## src/rtl/stsc_consts.vh

```
// ----------------------------------------------------------------------------
// Contract
// - Enable mask is written as 0 to 255; bit 6 cannot be programmed.
// - Serial poll clears request-for-service; reading master summary leaves it.
// - Status bits gated by mask, ORed, drive status bit 6.
// - Status byte: 7 operation_summary_bit, 6 summary, 5 event, 4 msg, 3 questionable_summary_bit, 2 err, 1 list, 0 busy.
// - Enable mask query returns current mask, 0 to 255.
// - Status byte query returns master summary in bit 6, clears nothing.
// - Serial poll returns request bit in bit 6, then resets it.
// - Bus trigger fires only with bus source and waiting flag set.
// - Arm by continuous arming, or one-shot initiate with continuous off.
// - Trigger while not armed does nothing and reports no error.
// - Trigger applies pending voltage and current, clears waiting flag.
// - Continuous arming rearms at once and sets waiting flag again.
// - Trigger commands act only when addressed as listener.
// - Output off means bus triggers are ignored.
// - Self-test query returns 0 on pass, nonzero bit code on failure.
// - Every subtest runs; each failing subtest sets its own bit.
// - Basic bits: 0 program memory, 1 working memory, 2 flash, 4 analog link.
// - Bits 5, 6, 7 reported only by extended diagnostic test.
// - Wait command holds later commands until earlier ones finish.
// - Wait completes only after commands done and output levels settled.
// ----------------------------------------------------------------------------
`ifndef STSC_CONSTS_VH
`define STSC_CONSTS_VH

// Status byte field positions
`define STSC_BIT_BUSY   3'd0
`define STSC_BIT_LIST   3'd1
`define STSC_BIT_ERRQ   3'd2
`define STSC_BIT_QUESTIONABLE_SUMMARY_BIT   3'd3
`define STSC_BIT_MAV    3'd4
`define STSC_BIT_ESB    3'd5
`define STSC_BIT_MSS    3'd6
`define STSC_BIT_OPERATION_SUMMARY_BIT   3'd7

// Mask and reset values
`define STSC_SREN_WMASK 8'hbf
`define STSC_SREN_RST   8'h00
`define STSC_BASIC_MASK 8'h17
`define STSC_EXT_MASK   8'hf7

// Command codes
`define STSC_CMD_NONE   4'h0
`define STSC_CMD_SREN_W 4'h1
`define STSC_CMD_SREN_Q 4'h2
`define STSC_CMD_STB_Q  4'h3
`define STSC_CMD_TRG    4'h4
`define STSC_CMD_INIT   4'h5
`define STSC_CMD_TST_Q  4'h6
`define STSC_CMD_DIAG_Q 4'h7
`define STSC_CMD_WAIT   4'h8

// Self-test timing: time per subtest and clock period, in ns
`define STSC_SUBTEST_NS 100
`define STSC_CLK_NS     4

`endif

```

## src/rtl/stsc_core.v

```verilog
`timescale 1ns/100ps
`include "stsc_consts.vh"

// ----------------------------------------------------------------------------
// Common-command core: status byte, service request, trigger, self test, wait
// ----------------------------------------------------------------------------
module stsc_core #(
  parameter LEVEL_W = 16
) (
  input  wire               MCLK,
  input  wire               RESET_N,
  input  wire               CMD_VALID,
  output wire               CMD_READY,
  input  wire [3:0]         CMD_CODE,
  input  wire [7:0]         CMD_DATA,
  input  wire               LISTEN_ADDRESSED,
  input  wire               GROUP_TRIGGER,
  input  wire               SERIAL_POLL,
  input  wire               OUTPUT_ON,
  input  wire               TRIG_SRC_BUS,
  input  wire               CONTINUOUS_ARM,
  input  wire               OPERATION_SUMMARY,
  input  wire               EVENT_SUMMARY,
  input  wire               MESSAGE_AVAILABLE,
  input  wire               QUESTIONABLE_SUMMARY,
  input  wire               ERROR_QUEUE_NONEMPTY,
  input  wire               LIST_RUNNING,
  input  wire               PRIOR_BUSY,
  input  wire               LEVEL_SETTLED,
  input  wire [LEVEL_W-1:0] PENDING_TRIG_VOLTAGE,
  input  wire [LEVEL_W-1:0] PENDING_TRIG_CURRENT,
  input  wire [7:0]         SUBTEST_FAIL,
  output reg  [LEVEL_W-1:0] OUT_VOLTAGE,
  output reg  [LEVEL_W-1:0] OUT_CURRENT,
  output reg                TRIGGER_PULSE,
  output reg                WAITING_FOR_TRIGGER,
  output reg  [7:0]         RESP_DATA,
  output reg                RESP_VALID,
  output reg  [7:0]         POLL_DATA,
  output reg                POLL_VALID,
  output wire               SERVICE_REQUEST,
  output reg  [7:0]         SERVICE_REQUEST_ENABLE,
  output wire               WAIT_PENDING
);
  localparam ST_IDLE = 2'd0;
  localparam ST_TEST = 2'd1;
  localparam ST_WAIT = 2'd2;

  reg        rst_s1;
  reg        rst_s2;
  reg [7:0]  pin_s1;
  reg [7:0]  pin_s2;
  reg [1:0]  state;
  reg        rqs;
  reg        mss_q;
  wire       rst_n;
  wire       lsn;
  wire       get_s;
  wire       poll_s;
  wire       out_on;
  wire       src_bus;
  wire       cont;
  wire       settled;
  wire       prior_busy;
  wire [7:0] stb_raw;
  wire       mss;
  wire       accept;
  wire       trg_cmd;
  wire       fire;
  wire       st_busy;
  wire       st_done;
  wire [7:0] st_result;

  // ----------------------------------------------------------------------------
  // Reset release and pin synchronisers
  // ----------------------------------------------------------------------------
  // Reset enters asynchronously, leaves on clock edges
  always @(posedge MCLK or negedge RESET_N) begin
    if (!RESET_N) begin
      rst_s1 <= 1'b0;
      rst_s2 <= 1'b0;
    end else begin
      rst_s1 <= 1'b1;
      rst_s2 <= rst_s1;
    end
  end
  assign rst_n = rst_s2;

  // Bus-side control pins are asynchronous to MCLK
  always @(posedge MCLK or negedge rst_n) begin
    if (!rst_n) begin
      pin_s1 <= 8'h00;
      pin_s2 <= 8'h00;
    end else begin
      pin_s1 <= {PRIOR_BUSY, LEVEL_SETTLED, CONTINUOUS_ARM, TRIG_SRC_BUS,
                 OUTPUT_ON, SERIAL_POLL, GROUP_TRIGGER, LISTEN_ADDRESSED};
      pin_s2 <= pin_s1;
    end
  end
  assign lsn        = pin_s2[0];
  assign get_s      = pin_s2[1];
  assign poll_s     = pin_s2[2];
  assign out_on     = pin_s2[3];
  assign src_bus    = pin_s2[4];
  assign cont       = pin_s2[5];
  assign settled    = pin_s2[6];
  assign prior_busy = pin_s2[7];

  // ----------------------------------------------------------------------------
  // Status byte and service request
  // ----------------------------------------------------------------------------
  // Summary sources come from same-clock logic, no sync needed
  assign stb_raw = {OPERATION_SUMMARY, 1'b0, EVENT_SUMMARY, MESSAGE_AVAILABLE,
                    QUESTIONABLE_SUMMARY, ERROR_QUEUE_NONEMPTY, LIST_RUNNING,
                    PRIOR_BUSY};
  // Bit 6 of the mask is always zero, so the self-loop cannot occur
  assign mss = |(stb_raw & SERVICE_REQUEST_ENABLE);
  assign SERVICE_REQUEST = rqs;

  // Request bit: set on rising summary, cleared by poll; set wins
  reg poll_d;
  reg get_d;
  always @(posedge MCLK or negedge rst_n) begin
    if (!rst_n) begin
      rqs    <= 1'b0;
      mss_q  <= 1'b0;
      poll_d <= 1'b0;
      get_d  <= 1'b0;
    end else begin
      mss_q  <= mss;
      poll_d <= poll_s;
      get_d  <= get_s;
      if (mss && !mss_q)
        rqs <= 1'b1;
      else if (poll_s && !poll_d)
        rqs <= 1'b0;
    end
  end

  // Serial poll answer carries the request bit in position 6
  always @(posedge MCLK or negedge rst_n) begin
    if (!rst_n) begin
      POLL_DATA  <= 8'h00;
      POLL_VALID <= 1'b0;
    end else begin
      POLL_VALID <= poll_s && !poll_d;
      if (poll_s && !poll_d)
        POLL_DATA <= {stb_raw[7], rqs, stb_raw[5:0]};
    end
  end

  // ----------------------------------------------------------------------------
  // Command sequencing
  // ----------------------------------------------------------------------------
  // Wait holds every later command; self test holds until its answer
  assign CMD_READY    = (state == ST_IDLE);
  assign WAIT_PENDING = (state == ST_WAIT);
  assign accept       = CMD_VALID && CMD_READY;
  // Group trigger acts on its rising edge only, so a held line fires once
  assign trg_cmd      = (accept && CMD_CODE == `STSC_CMD_TRG) || (get_s && !get_d && state == ST_IDLE);
  // Unarmed or off triggers vanish silently, no error path exists
  assign fire = trg_cmd && lsn && out_on && src_bus && WAITING_FOR_TRIGGER;

  stsc_selftest u_selftest (
    .clk      (MCLK),
    .rst_n    (rst_n),
    .start    (accept && (CMD_CODE == `STSC_CMD_TST_Q || CMD_CODE == `STSC_CMD_DIAG_Q)),
    .extended (CMD_CODE == `STSC_CMD_DIAG_Q),
    .fail_in  (SUBTEST_FAIL),
    .busy     (st_busy),
    .done     (st_done),
    .result   (st_result)
  );

  // Main command process
  always @(posedge MCLK or negedge rst_n) begin
    if (!rst_n) begin
      state                  <= ST_IDLE;
      SERVICE_REQUEST_ENABLE <= `STSC_SREN_RST;
      RESP_DATA              <= 8'h00;
      RESP_VALID             <= 1'b0;
      WAITING_FOR_TRIGGER    <= 1'b0;
      TRIGGER_PULSE          <= 1'b0;
      OUT_VOLTAGE            <= {LEVEL_W{1'b0}};
      OUT_CURRENT            <= {LEVEL_W{1'b0}};
    end else begin
      RESP_VALID    <= 1'b0;
      TRIGGER_PULSE <= fire;
      if (fire) begin
        OUT_VOLTAGE         <= PENDING_TRIG_VOLTAGE;
        OUT_CURRENT         <= PENDING_TRIG_CURRENT;
        WAITING_FOR_TRIGGER <= cont;
      end else if (cont && !WAITING_FOR_TRIGGER) begin
        WAITING_FOR_TRIGGER <= 1'b1;
      end
      case (state)
        ST_IDLE: begin
          if (accept) begin
            case (CMD_CODE)
              `STSC_CMD_SREN_W:
                SERVICE_REQUEST_ENABLE <= CMD_DATA & `STSC_SREN_WMASK;
              `STSC_CMD_SREN_Q: begin
                RESP_DATA  <= SERVICE_REQUEST_ENABLE;
                RESP_VALID <= 1'b1;
              end
              `STSC_CMD_STB_Q: begin
                RESP_DATA  <= {stb_raw[7], mss, stb_raw[5:0]};
                RESP_VALID <= 1'b1;
              end
              `STSC_CMD_INIT:
                if (!cont)
                  WAITING_FOR_TRIGGER <= 1'b1;
              `STSC_CMD_TST_Q,
              `STSC_CMD_DIAG_Q:
                state <= ST_TEST;
              `STSC_CMD_WAIT:
                state <= ST_WAIT;
              default: ;
            endcase
          end
        end
        ST_TEST: begin
          if (st_done) begin
            RESP_DATA  <= st_result;
            RESP_VALID <= 1'b1;
            state      <= ST_IDLE;
          end
        end
        ST_WAIT: begin
          if (!prior_busy && settled)
            state <= ST_IDLE;
        end
        default: state <= ST_IDLE;
      endcase
    end
  end
endmodule // stsc_core

```

## src/rtl/stsc_selftest.v

```verilog
`timescale 1ns/100ps
`include "stsc_consts.vh"

// ----------------------------------------------------------------------------
// Self-test sequencer: walks all subtests, gathers a failure bit per subtest
// ----------------------------------------------------------------------------
module stsc_selftest #(
  parameter SUBTEST_CYC = (`STSC_SUBTEST_NS + `STSC_CLK_NS - 1) / `STSC_CLK_NS
) (
  input  wire       clk,
  input  wire       rst_n,
  input  wire       start,
  input  wire       extended,
  input  wire [7:0] fail_in,
  output reg        busy,
  output reg        done,
  output reg  [7:0] result
);
  reg [2:0]  idx;
  reg [15:0] cnt;
  reg        ext;

  localparam [7:0] BASIC_M = `STSC_BASIC_MASK;
  localparam [7:0] EXT_M   = `STSC_EXT_MASK;

  // One bit position per subtest; unused positions are skipped quickly
  function sel_bit;
    input [2:0] i;
    input       e;
    begin
      sel_bit = e ? EXT_M[i] : BASIC_M[i];
    end
  endfunction

  // Sequencer keeps going after a failure, only accumulating bits
  always @(posedge clk or negedge rst_n) begin
    if (!rst_n) begin
      busy   <= 1'b0;
      done   <= 1'b0;
      result <= 8'h00;
      idx    <= 3'd0;
      cnt    <= 16'h0000;
      ext    <= 1'b0;
    end else begin
      done <= 1'b0;
      if (start && !busy) begin
        busy   <= 1'b1;
        ext    <= extended;
        result <= 8'h00;
        idx    <= 3'd0;
        cnt    <= 16'h0000;
      end else if (busy) begin
        if (!sel_bit(idx, ext) || cnt == SUBTEST_CYC[15:0] - 16'h0001) begin
          if (sel_bit(idx, ext) && fail_in[idx])
            result[idx] <= 1'b1;
          cnt <= 16'h0000;
          idx <= idx + 3'd1;
          if (idx == 3'd7) begin
            busy <= 1'b0;
            done <= 1'b1;
          end
        end else begin
          cnt <= cnt + 16'h0001;
        end
      end
    end
  end
endmodule // stsc_selftest

```

## config.mk

```make
export PLATFORM = sky130hd
export DESIGN_NAME = stsc_core
export DESIGN_NICKNAME = d
export VERILOG_FILES = /design/src/rtl/stsc_core.v /design/src/rtl/stsc_selftest.v
export VERILOG_INCLUDE_DIRS = /design/src /design/src/rtl
export SDC_FILE = /design/constraint.sdc
export NUM_CORES = 1
export LEC_CHECK = 0
export BUFFER_PORTS_ARGS = -buffer_cell sky130_fd_sc_hd__buf_4
export CAP_MARGIN = 40
export CORE_AREA = 2 2 74 130
export CTS_CLUSTER_SIZE = 24
export DETAILED_ROUTE_END_ITERATION = 12
export DIE_AREA = 0 0 76 132
export PLACE_DENSITY = 0.82
export SLEW_MARGIN = 25
export SYNTH_ARGS = -nofsm -noshare
export SYNTH_HDL_FRONTEND = slang
export SYNTH_HIERARCHICAL = 1
export SYNTH_SLANG_ARGS = --single-unit
```

## constraint.sdc

```tcl
create_clock -name MCLK -period 10.19 [get_ports MCLK]
set_input_delay 0.5095 -clock MCLK [delete_from_list [all_inputs] [get_ports MCLK]]
set_output_delay 0.5095 -clock MCLK [all_outputs]
set_load 0.05 [all_outputs]
```

==> results of run 1 <==
-- per-layer routing --
layer	share of wire, %	vias up	track usage, %
met5	0	-	0
met4	4.5	0	16.6
met3	6.0	56	6.58
met2	56	181	47.5
met1	34	1839	27.3
li1	-	1621	-
-- cell families (layout without fill, tap and decap cells) --
kind of cell,after synthesis,in the layout,synth area share (%)
AO/OA/AOI/OAI,52,52,7.80
XOR/XNOR,10,10,1.78
AND/OR/NAND/NOR,104,104,12.9
buffers and inverters,32,180,3.63
multiplexers,56,56,14.8
adder cells (fa/ha/maj),6,6,1.52
other,2,2,0.152
flip-flops,113,113,57.4
-- critical path, cell delays in order (launching register included) --
cell       delay (ns)
dfrtp_1          0.49
nor3b_1          0.50
and3_1           0.34
o2111ai_1        0.37
nor4_1           0.46
xnor2_1          0.18
nor3_2           0.05
-- metrics by stage --
stage	cells	hold slack (ns)
floorplan	375	0.214
global placement	609	0.278
detailed placement	610	0.294
CTS	642	0.196
global route	643	0.198
finish	643	0.208
-- cell usage in the layout (no fill, tap or decap), types with 5 or more instances in the layout --
master,synthesis,layout
a211oi_1,7,7
mux2_2,18,18
clkinv_2,0,5
nand3_1,7,7
ha_1,6,6
nor2_1,19,19
inv_1,15,15
o21a_1,6,6
nand2_1,9,9
clkbuf_16,0,17
nand4_1,10,10
xnor2_1,9,9
buf_4,3,131
mux2i_1,8,8
a31oi_1,11,11
mux2_4,29,29
a21o_1,7,7
nor3_1,20,20
dfrtp_1,113,112
-- timing repair --
item / CTS / global route
setup buffers: 0 / 0
endpoints found under the hold margin: 2 / 0
hold buffers: 1 / 0
-- registers in the layout (all words and copies together), names as in the netlist, 7 cells and up --
register,count
POLL_DATA,8
RESP_DATA,8
pin_s2,8
pin_s1,8
u_selftest/result,8
OUT_CURRENT,16
OUT_VOLTAGE,16
SERVICE_REQUEST_ENABLE,7
u_selftest/cnt,16
-- area by class of cell --
cell class	count	area (µm²)	area share (%)
flip-flops and latches	113	2830	43.3
multi-input cells	230	1920	29.4
repair buffers	134	1030	15.8
clock buffers	25	495	7.57
well taps	120	150	2.29
inverters	15	56.3	0.861
clock inverters	6	55.1	0.841
-- worst min path at each step --
| stage | endpoint | depth (start not counted) | from | slack (ns) |
|---|---|---|---|---|
| after CTS | pin_s1[1]$_DFF_PN0_ | 1 | GROUP_TRIGGER | 0.20 |
| after detailed placement | rst_s1$_DFF_PN0_ | 1 | RESET_N | 0.29 |
| final | pin_s1[1]$_DFF_PN0_ | 1 | GROUP_TRIGGER | 0.21 |
| after floorplan | rst_n$_DFF_PN0_ | 0 | RESET_N | 0.21 |
| after global placement | pin_s1[1]$_DFF_PN0_ | 0 | rst_n$_DFF_PN0_ | 0.28 |
| after global routing | pin_s1[3]$_DFF_PN0_ | 1 | OUTPUT_ON | 0.20 |
-- power by group through the flow --
stage	logic (W)	clock network [W]	registers, W
after floorplan	0.000238	0	0.000884
after global placement	0.000674	0	0.000638
after detailed placement	0.000689	0	0.000646
after CTS	0.000702	0.000554	0.000646
after global routing	0.000735	0.000576	0.000662
final	0.000701	0.000548	0.000651
==> results.json, run 1 <==
{
  "placed_cell_area_um2": 5960,
  "synth.avg_cell_area_um2": 13.1,
  "cp-start-kind": "flop",
  "crit_type": "flop to flop",
  "cts_tree": "done",
  "internal_power_w": 0.00115,
  "yosysSeqAreaShare_pct": 57.4,
  "netlist_top_cells_count": "dfrtp_1, mux2_4, nor3_1",
  "drtAntennaViolNets": 0,
  "netlist_area_um2": 4930,
  "r2r-start": "state[1]$_DFFE_PN0P_",
  "nNetsFinal": 586,
  "final_util_pct": 73.3,
  "drt_iter0_drc": 255,
  "p_switching_w": 0.000747,
  "max_cap_viol_count": 0,
  "finalWirelength_um": 12800,
  "worst-r2r-setup-slack_ns": 7.68,
  "synthTopCellsByArea": "dfrtp_1, mux2_4, mux2_2",
  "viasPerCell": 5.75,
  "drtPass1Iterations": 4,
  "yosys.area.top_type_share_pct": 57.4,
  "grt_pass1_vias": 3934,
  "hold_class": "primary input to flop",
  "startpoint": "state[1]$_DFFE_PN0P_",
  "synthFlopType": "dfrtp_1",
  "p_leak_nw": 3.27,
  "synth_edf_count": 0,
  "period_minus_slack_ns": 2.51,
  "cts_root_buf": "clkbuf_16",
  "finClkSkew_ns": 0.00862,
  "yosysWarnings": 6,
  "globalplace.congestion": 0.868,
  "yosysUniqueCellTypes": 59,
  "finalHoldViolations": 0,
  "pwr_density_cell_nw_per_um2": 290,
  "status": "complete, no violations",
  "relSlewSlack_pct": 48.2,
  "cp_data_required_time_ns": 10.47,
  "min_period_over_period_pct": 24.7,
  "yosysTopAreaCell": "dfrtp_1",
  "ys_seq_elements": 113,
  "syn-num-nets": 450,
  "cts_resized": 0,
  "clockPowerShare_pct": 28.8,
  "io_buffers": 129,
  "power.total_w": 0.00190,
  "design_area_um2": 6540,
  "dieArea_um2": 10000,
  "rsz0062_at_grt": "no",
  "combPwrFrac_pct": 36.9,
  "syn_inst": 375,
  "wl_per_cell_um": 19.9,
  "num_rows": 46,
  "reg2reg_depth": 6,
  "setup_viol": 0,
  "core_um2": 8920,
  "ir_drop_mv": 0.140,
  "cp_max_fo": 8,
  "vias": 3697,
  "report.final.slew_viol_count": 0,
  "grt_max_degree": 47,
  "grt_usage_pct": 26.5,
  "htree_levels": 4,
  "drive_gt1_share_pct": 42.4,
  "pwr-share-seq_pct": 34.3,
  "numCtsBuffers": 17,
  "cts.sinks": 113,
  "die_w_um": 76,
  "clk_pin_slew_ns": 0.05,
  "clkLatencyLatePin_ns": 0.41,
  "tns_ns": 0,
  "r2r-end": "u_selftest/cnt[15]$_DFFE_PN0P_",
  "ios": 132,
  "switching_share_pct": 39.3,
  "fmax_ghz": 0.398,
  "die_h_um": 132,
  "cp.arrival_ns": 2.80,
  "diodes": 0,
  "dp_hpwl_um": 8250,
  "critPathCaptureType": "flop",
  "grt_overflow_total": 0,
  "cts_buffer_depth": 2,
  "fin_ws_ns": 7.68,
  "drc_errors": 0,
  "start_util_pct": 55.2,
  "n_fill_cell": 541,
  "syn2layout_area_growth_pct": 32.8,
  "crit_path_end": "u_selftest/cnt[15]$_DFFE_PN0P_",
  "async_reset_ff_share_pct": 100,
  "grt_pass1_wl_um": 20400,
  "yosysMostFrequentCell": "dfrtp_1",
  "tightest_slew_ns": 0.777,
  "pre_cts_ws_ns": 7.68,
  "antenna_found_initial": 0
}
No activity file was read; power rests on OpenSTA's default activity.
==> inputs of run 2 (changes only) <==
- CORE_AREA: 2 2 74 130 -> 2 2 81 141
- DIE_AREA: 0 0 76 132 -> 0 0 83 143
- PLACE_DENSITY: 0.82 -> 0.73
- clock period: 10.19 -> 2.1 ns (I/O delays scaled with it)
==> results.json, run 2 (synthesized netlist as in run 1, its figures left out) <==
{
  "pwr_density_cell_nw_per_um2": 1290,
  "finalWirelength_um": 13000,
  "drtAntennaViolNets": 0,
  "clkLatencyLatePin_ns": 0.41,
  "min_period_over_period_pct": 91.1,
  "layout_commonest_cell": "buf_4",
  "reg2reg_depth": 7,
  "die_w_um": 83,
  "setup_viol": 0,
  "crit_chain": "nor3b_1, and3_1, o2111ai_1, buf_4, nor3_1, xnor2_1, nor3_1",
  "tns_ns": 0,
  "wl_per_cell_um": 18.2,
  "htree_levels": 4,
  "period_minus_slack_ns": 1.91,
  "grt_usage_pct": 22.7,
  "cts_resized": 0,
  "grt_max_degree": 48,
  "cp.arrival_ns": 2.20,
  "cts_buffer_depth": 2,
  "finClkSkew_ns": 0.0131,
  "power.total_w": 0.00920,
  "drt_iter0_drc": 168,
  "p_leak_nw": 3.55,
  "cts_root_buf": "clkbuf_16",
  "report.final.slew_viol_count": 0,
  "multi_input_area_um2": 1920,
  "die_h_um": 143,
  "fmax_ghz": 0.523,
  "viasPerCell": 5.24,
  "design_area_um2": 7160,
  "grt_overflow_total": 0,
  "core_um2": 10700,
  "hold_class": "primary input to async pin",
  "syn2layout_area_growth_pct": 45.2,
  "critPathCaptureType": "flop",
  "globalplace.congestion": 0.846,
  "postCtsHoldBufs": 55,
  "relSlewSlack_pct": 54.3,
  "crit_slowest_cell": "dfrtp_1",
  "pre_cts_ws_ns": 0.203,
  "nNetsFinal": 653,
  "dp_hpwl_um": 8440,
  "cp_data_required_time_ns": 2.39,
  "cp_max_fo": 6,
  "crit_buf_inv": 1,
  "clk_pin_slew_ns": 0.05,
  "postCtsSetupBuffers": 0,
  "cp-start-kind": "flop",
  "rsz0062_at_grt": "no",
  "seq_area_um2": 2830,
  "final_cell_mix": "buf_4, dfrtp_1, dlygate4sd3_1",
  "io_buffers": 129,
  "n_fill_cell": 732,
  "diodes": 0,
  "dieArea_um2": 11900,
  "placed_cell_area_um2": 6090,
  "cp_top_family": "simple AND/OR/NAND/NOR gates",
  "max_stage_delay_ns": 0.37,
  "ir_drop_mv": 1.22,
  "critical_path.most_common_cell": "nor3_1",
  "crit_type": "flop to flop",
  "cts.sinks": 113,
  "max_cap_viol_count": 0,
  "grt_pass1_wl_um": 20900,
  "fin_ws_ns": 0.187,
  "num_rows": 50,
  "crit_cells": 7,
  "drive_gt1_share_pct": 40.3,
  "finalHoldViolations": 0,
  "status": "complete, no violations",
  "cts_tree": "done",
  "start_util_pct": 46.1,
  "antenna_found_initial": 0,
  "vias": 3759,
  "grt_pass1_vias": 4108,
  "drtPass1Iterations": 4,
  "drc_errors": 0,
  "ios": 132,
  "tightest_slew_ns": 0.678,
  "timing.hold.ws_ns": 0.0196,
  "numCtsBuffers": 17,
  "reg_top3": "OUT_CURRENT (16), OUT_VOLTAGE (16), u_selftest/cnt (16)"
}
==> run 2: worst reg2reg max path: cells and delay by family (launching register included) <==
family,cells,cell delay [ns]
simple gates,4,0.84
flops,1,0.37
compound gates,1,0.23
buf+inv,1,0.21
xor+xnor,1,0.15
==> run 2: worst paths after layout <==
check / from / to / slack, ns
hold reg to reg: rst_n$_DFF_PN0_ / RESP_DATA[3]$_DFFE_PN0P_ / 0.28
setup reg to reg: state[0]$_DFFE_PN0P_ / u_selftest/cnt[7]$_DFFE_PN0P_ / 0.19
hold / removal: RESET_N / rst_n$_DFF_PN0_ / 0.02
setup / recovery: state[0]$_DFFE_PN0P_ / u_selftest/cnt[7]$_DFFE_PN0P_ / 0.19
min in group MCLK: CMD_CODE[1] / state[0]$_DFFE_PN0P_ / 0.03
max in group asynchronous: rst_n$_DFF_PN0_ / OUT_CURRENT[8]$_DFFE_PN0P_ / 1.17
==> run 2: per-stage QoR <==
step	std cells	util, %
after detailed placement	634	57.0
after CTS	718	66.9
final	718	66.9
after global placement	634	57.0
after floorplan	375	-
after global routing	718	66.9
==> run 2: report_power, final <==
group	leakage (nW)	switching, W	internal (W)
clock network	0.264	0.000926	0.00156
registers	1.46	0.000404	0.00267
logic	1.83	0.00229	0.00136
==> run 2: cell type report <==
cell class                      instances  share of cell area [%]
Timing Repair Buffer                  201                    23.4
Clock inverter                          8                   0.560
Clock buffer                           21                    6.57
Multi-Input combinational cell        230                    26.9
Tap cell                              130                    2.27
Sequential cell                       113                    39.6
Inverter                               15                   0.787
==> run 2: routing by layer <==
metal  wire length, µm  vias to the layer above  GRT usage [%]
met5                 0                        -              0
met4               289                        0           9.32
met3               560                       23           5.90
met2              7590                      114           43.3
met1              4600                     1860           23.2
li1                  -                     1762              -
==> inputs of run 3 (changes only) <==
- CORE_AREA: 2 2 81 141 -> 2 2 79 138
- CTS_BUF_LIST: default -> sky130_fd_sc_hd__clkbuf_4
- DIE_AREA: 0 0 83 143 -> 0 0 81 140
- PLACE_DENSITY: 0.73 -> 0.76
==> results.json, run 3 (synthesized netlist as in run 1, its figures left out) <==
{
  "grt_pass1_vias": 4281,
  "dp_hpwl_um": 8680,
  "grt_max_degree": 50,
  "fmax_ghz": 0.510,
  "crit_type": "flop to flop",
  "reg_top3": "OUT_CURRENT (16), OUT_VOLTAGE (16), u_selftest/cnt (16)",
  "cp_data_required_time_ns": 2.48,
  "cts_tree": "done",
  "die_w_um": 81,
  "reg2reg_depth": 7,
  "io_buffers": 129,
  "grt_use_met2_pct": 46.0,
  "power.total_w": 0.00885,
  "cp-start-kind": "flop",
  "drtAntennaViolNets": 0,
  "die_h_um": 140,
  "period_minus_slack_ns": 1.96,
  "grt_usage_pct": 25.6,
  "relSlewSlack_pct": 62.0,
  "layout_commonest_cell": "buf_4",
  "worst-r2r-setup-slack_ns": 0.14,
  "final_cell_mix": "buf_4, dfrtp_1, dlygate4sd3_1",
  "nNetsFinal": 659,
  "status": "complete, no violations",
  "report.final.slew_viol_count": 0,
  "drtPass1Iterations": 8,
  "min_from": "SUBTEST_FAIL[6]",
  "antenna_found_initial": 1,
  "hold_class": "primary input to flop",
  "final_util_pct": 69.7,
  "wl_per_cell_um": 18.9,
  "use_met1_pct": 27.4,
  "tns_ns": 0,
  "r2r-end": "u_selftest/cnt[7]$_DFFE_PN0P_",
  "finalHoldViolations": 0,
  "timing.hold.ws_ns": 0.0615,
  "setup_viol": 0,
  "core_um2": 10200,
  "holdPathStages": 4,
  "cp.arrival_ns": 2.34,
  "min_period_over_period_pct": 93.4,
  "vias": 3975,
  "p_leak_nw": 3.51,
  "place_inst": 630,
  "drc_errors": 0,
  "grt_overflow_total": 0,
  "finClkSkew_ns": 0.0223,
  "cp_max_fo": 8,
  "pwr_density_cell_nw_per_um2": 1250,
  "use_met3_pct": 6.12,
  "final_cells": 725,
  "dieArea_um2": 11300,
  "drive_gt1_share_pct": 39.9,
  "syn2layout_area_growth_pct": 43.9,
  "ios": 132,
  "max_cap_viol_count": 0,
  "rsz0062_at_grt": "no",
  "numCtsBuffers": 17,
  "htree_levels": 4,
  "clk_pin_slew_ns": 0.11,
  "ir_drop_mv": 0.888,
  "viasPerCell": 5.48,
  "hold_end": "u_selftest/result[6]$_DFFE_PN0P_",
  "clkLatencyLatePin_ns": 0.49,
  "busiest_layer": "met2",
  "num_rows": 49,
  "r2r-start": "state[0]$_DFFE_PN0P_",
  "cts.sinks": 113,
  "postCtsSetupBuffers": 0,
  "grt_pass1_wl_um": 22000,
  "cts_buffer_depth": 2,
  "start_util_pct": 48.4,
  "finalWirelength_um": 13700,
  "globalplace.congestion": 0.790,
  "cts_root_buf": "clkbuf_4",
  "critPathCaptureType": "flop",
  "drt_iter0_drc": 292,
  "tightest_slew_ns": 0.570
}
## run 3: cell types whose count changed in the layout (fill, tap and decap cells not counted), moves of 2 or more
cell           before  now
clkbuf_8            3    0
dlygate4sd3_1      55   62
clkinv_2            8    3
clkbuf_16          17    0
diode_2             0    2
bufinv_16           0    7
clkbuf_4            0   18
clkinv_1            0    2
## run 3: metal layers
layer	vias up	part of all wire, %
met5	-	0
met4	0	3.5
met3	38	6.0
met2	172	55
met1	1984	35
li1	1781	-
## run 3: how the worst max path moves through the flow
stage | from | end | slack [ns]
after floorplan | state[0]$_DFFE_PN0P_ | u_selftest/cnt[15]$_DFFE_PN0P_ | 0.14
after global placement | u_selftest/idx[0]$_DFFE_PN0P_ | u_selftest/cnt[14]$_DFFE_PN0P_ | 0.21
after detailed placement | u_selftest/idx[0]$_DFFE_PN0P_ | u_selftest/cnt[14]$_DFFE_PN0P_ | 0.16
after CTS | u_selftest/idx[0]$_DFFE_PN0P_ | u_selftest/cnt[14]$_DFFE_PN0P_ | 0.12
after global routing | u_selftest/cnt[0]$_DFFE_PN0P_ | u_selftest/idx[2]$_DFFE_PN0P_ | 0.03
final | state[0]$_DFFE_PN0P_ | u_selftest/cnt[7]$_DFFE_PN0P_ | 0.14
## run 3: where the power goes
group	total (W)	switching, W	internal, W
clock network	0.00209	0.000796	0.00130
registers	0.00311	0.000452	0.00265
logic	0.00365	0.00229	0.00137
total	0.00885	0.00353	0.00532
## run 3: final cells by class
| type | count | area, µm² |
|---|---|---|
| Tap cell | 127 | 159 |
| Inverter | 15 | 56.3 |
| Antenna cell | 2 | 5.00 |
| Multi-Input combinational cell | 230 | 1930 |
| Fill cell | 663 | 3090 |
| Clock inverter | 13 | 240 |
| Sequential cell | 113 | 2830 |
| Clock buffer | 18 | 135 |
| Timing Repair Buffer | 207 | 1730 |
## run 3: worst max-delay path: stages (launching register included)
cell	delay, ns
dfrtp_1	0.49
nor3b_2	0.25
and3_1	0.21
o2111ai_1	0.19
buf_4	0.22
nor3_1	0.26
xnor2_1	0.16
nor3_1	0.06
## run 3: repair_timing
action                                  CTS  global route
hold endpoints to repair                 61             0
hold buffers                             62             0
resized for setup                         0             2
endpoints found under the setup margin    0             8
## run 3: stage by stage
stage | cell area (µm²) | worst slack (ns)
floorplan | 4930 | 0.138
finish | 7090 | 0.138
global placement | 6080 | 0.215
CTS | 7080 | 0.119
global route | 7090 | 0.0307
detailed placement | 6080 | 0.157
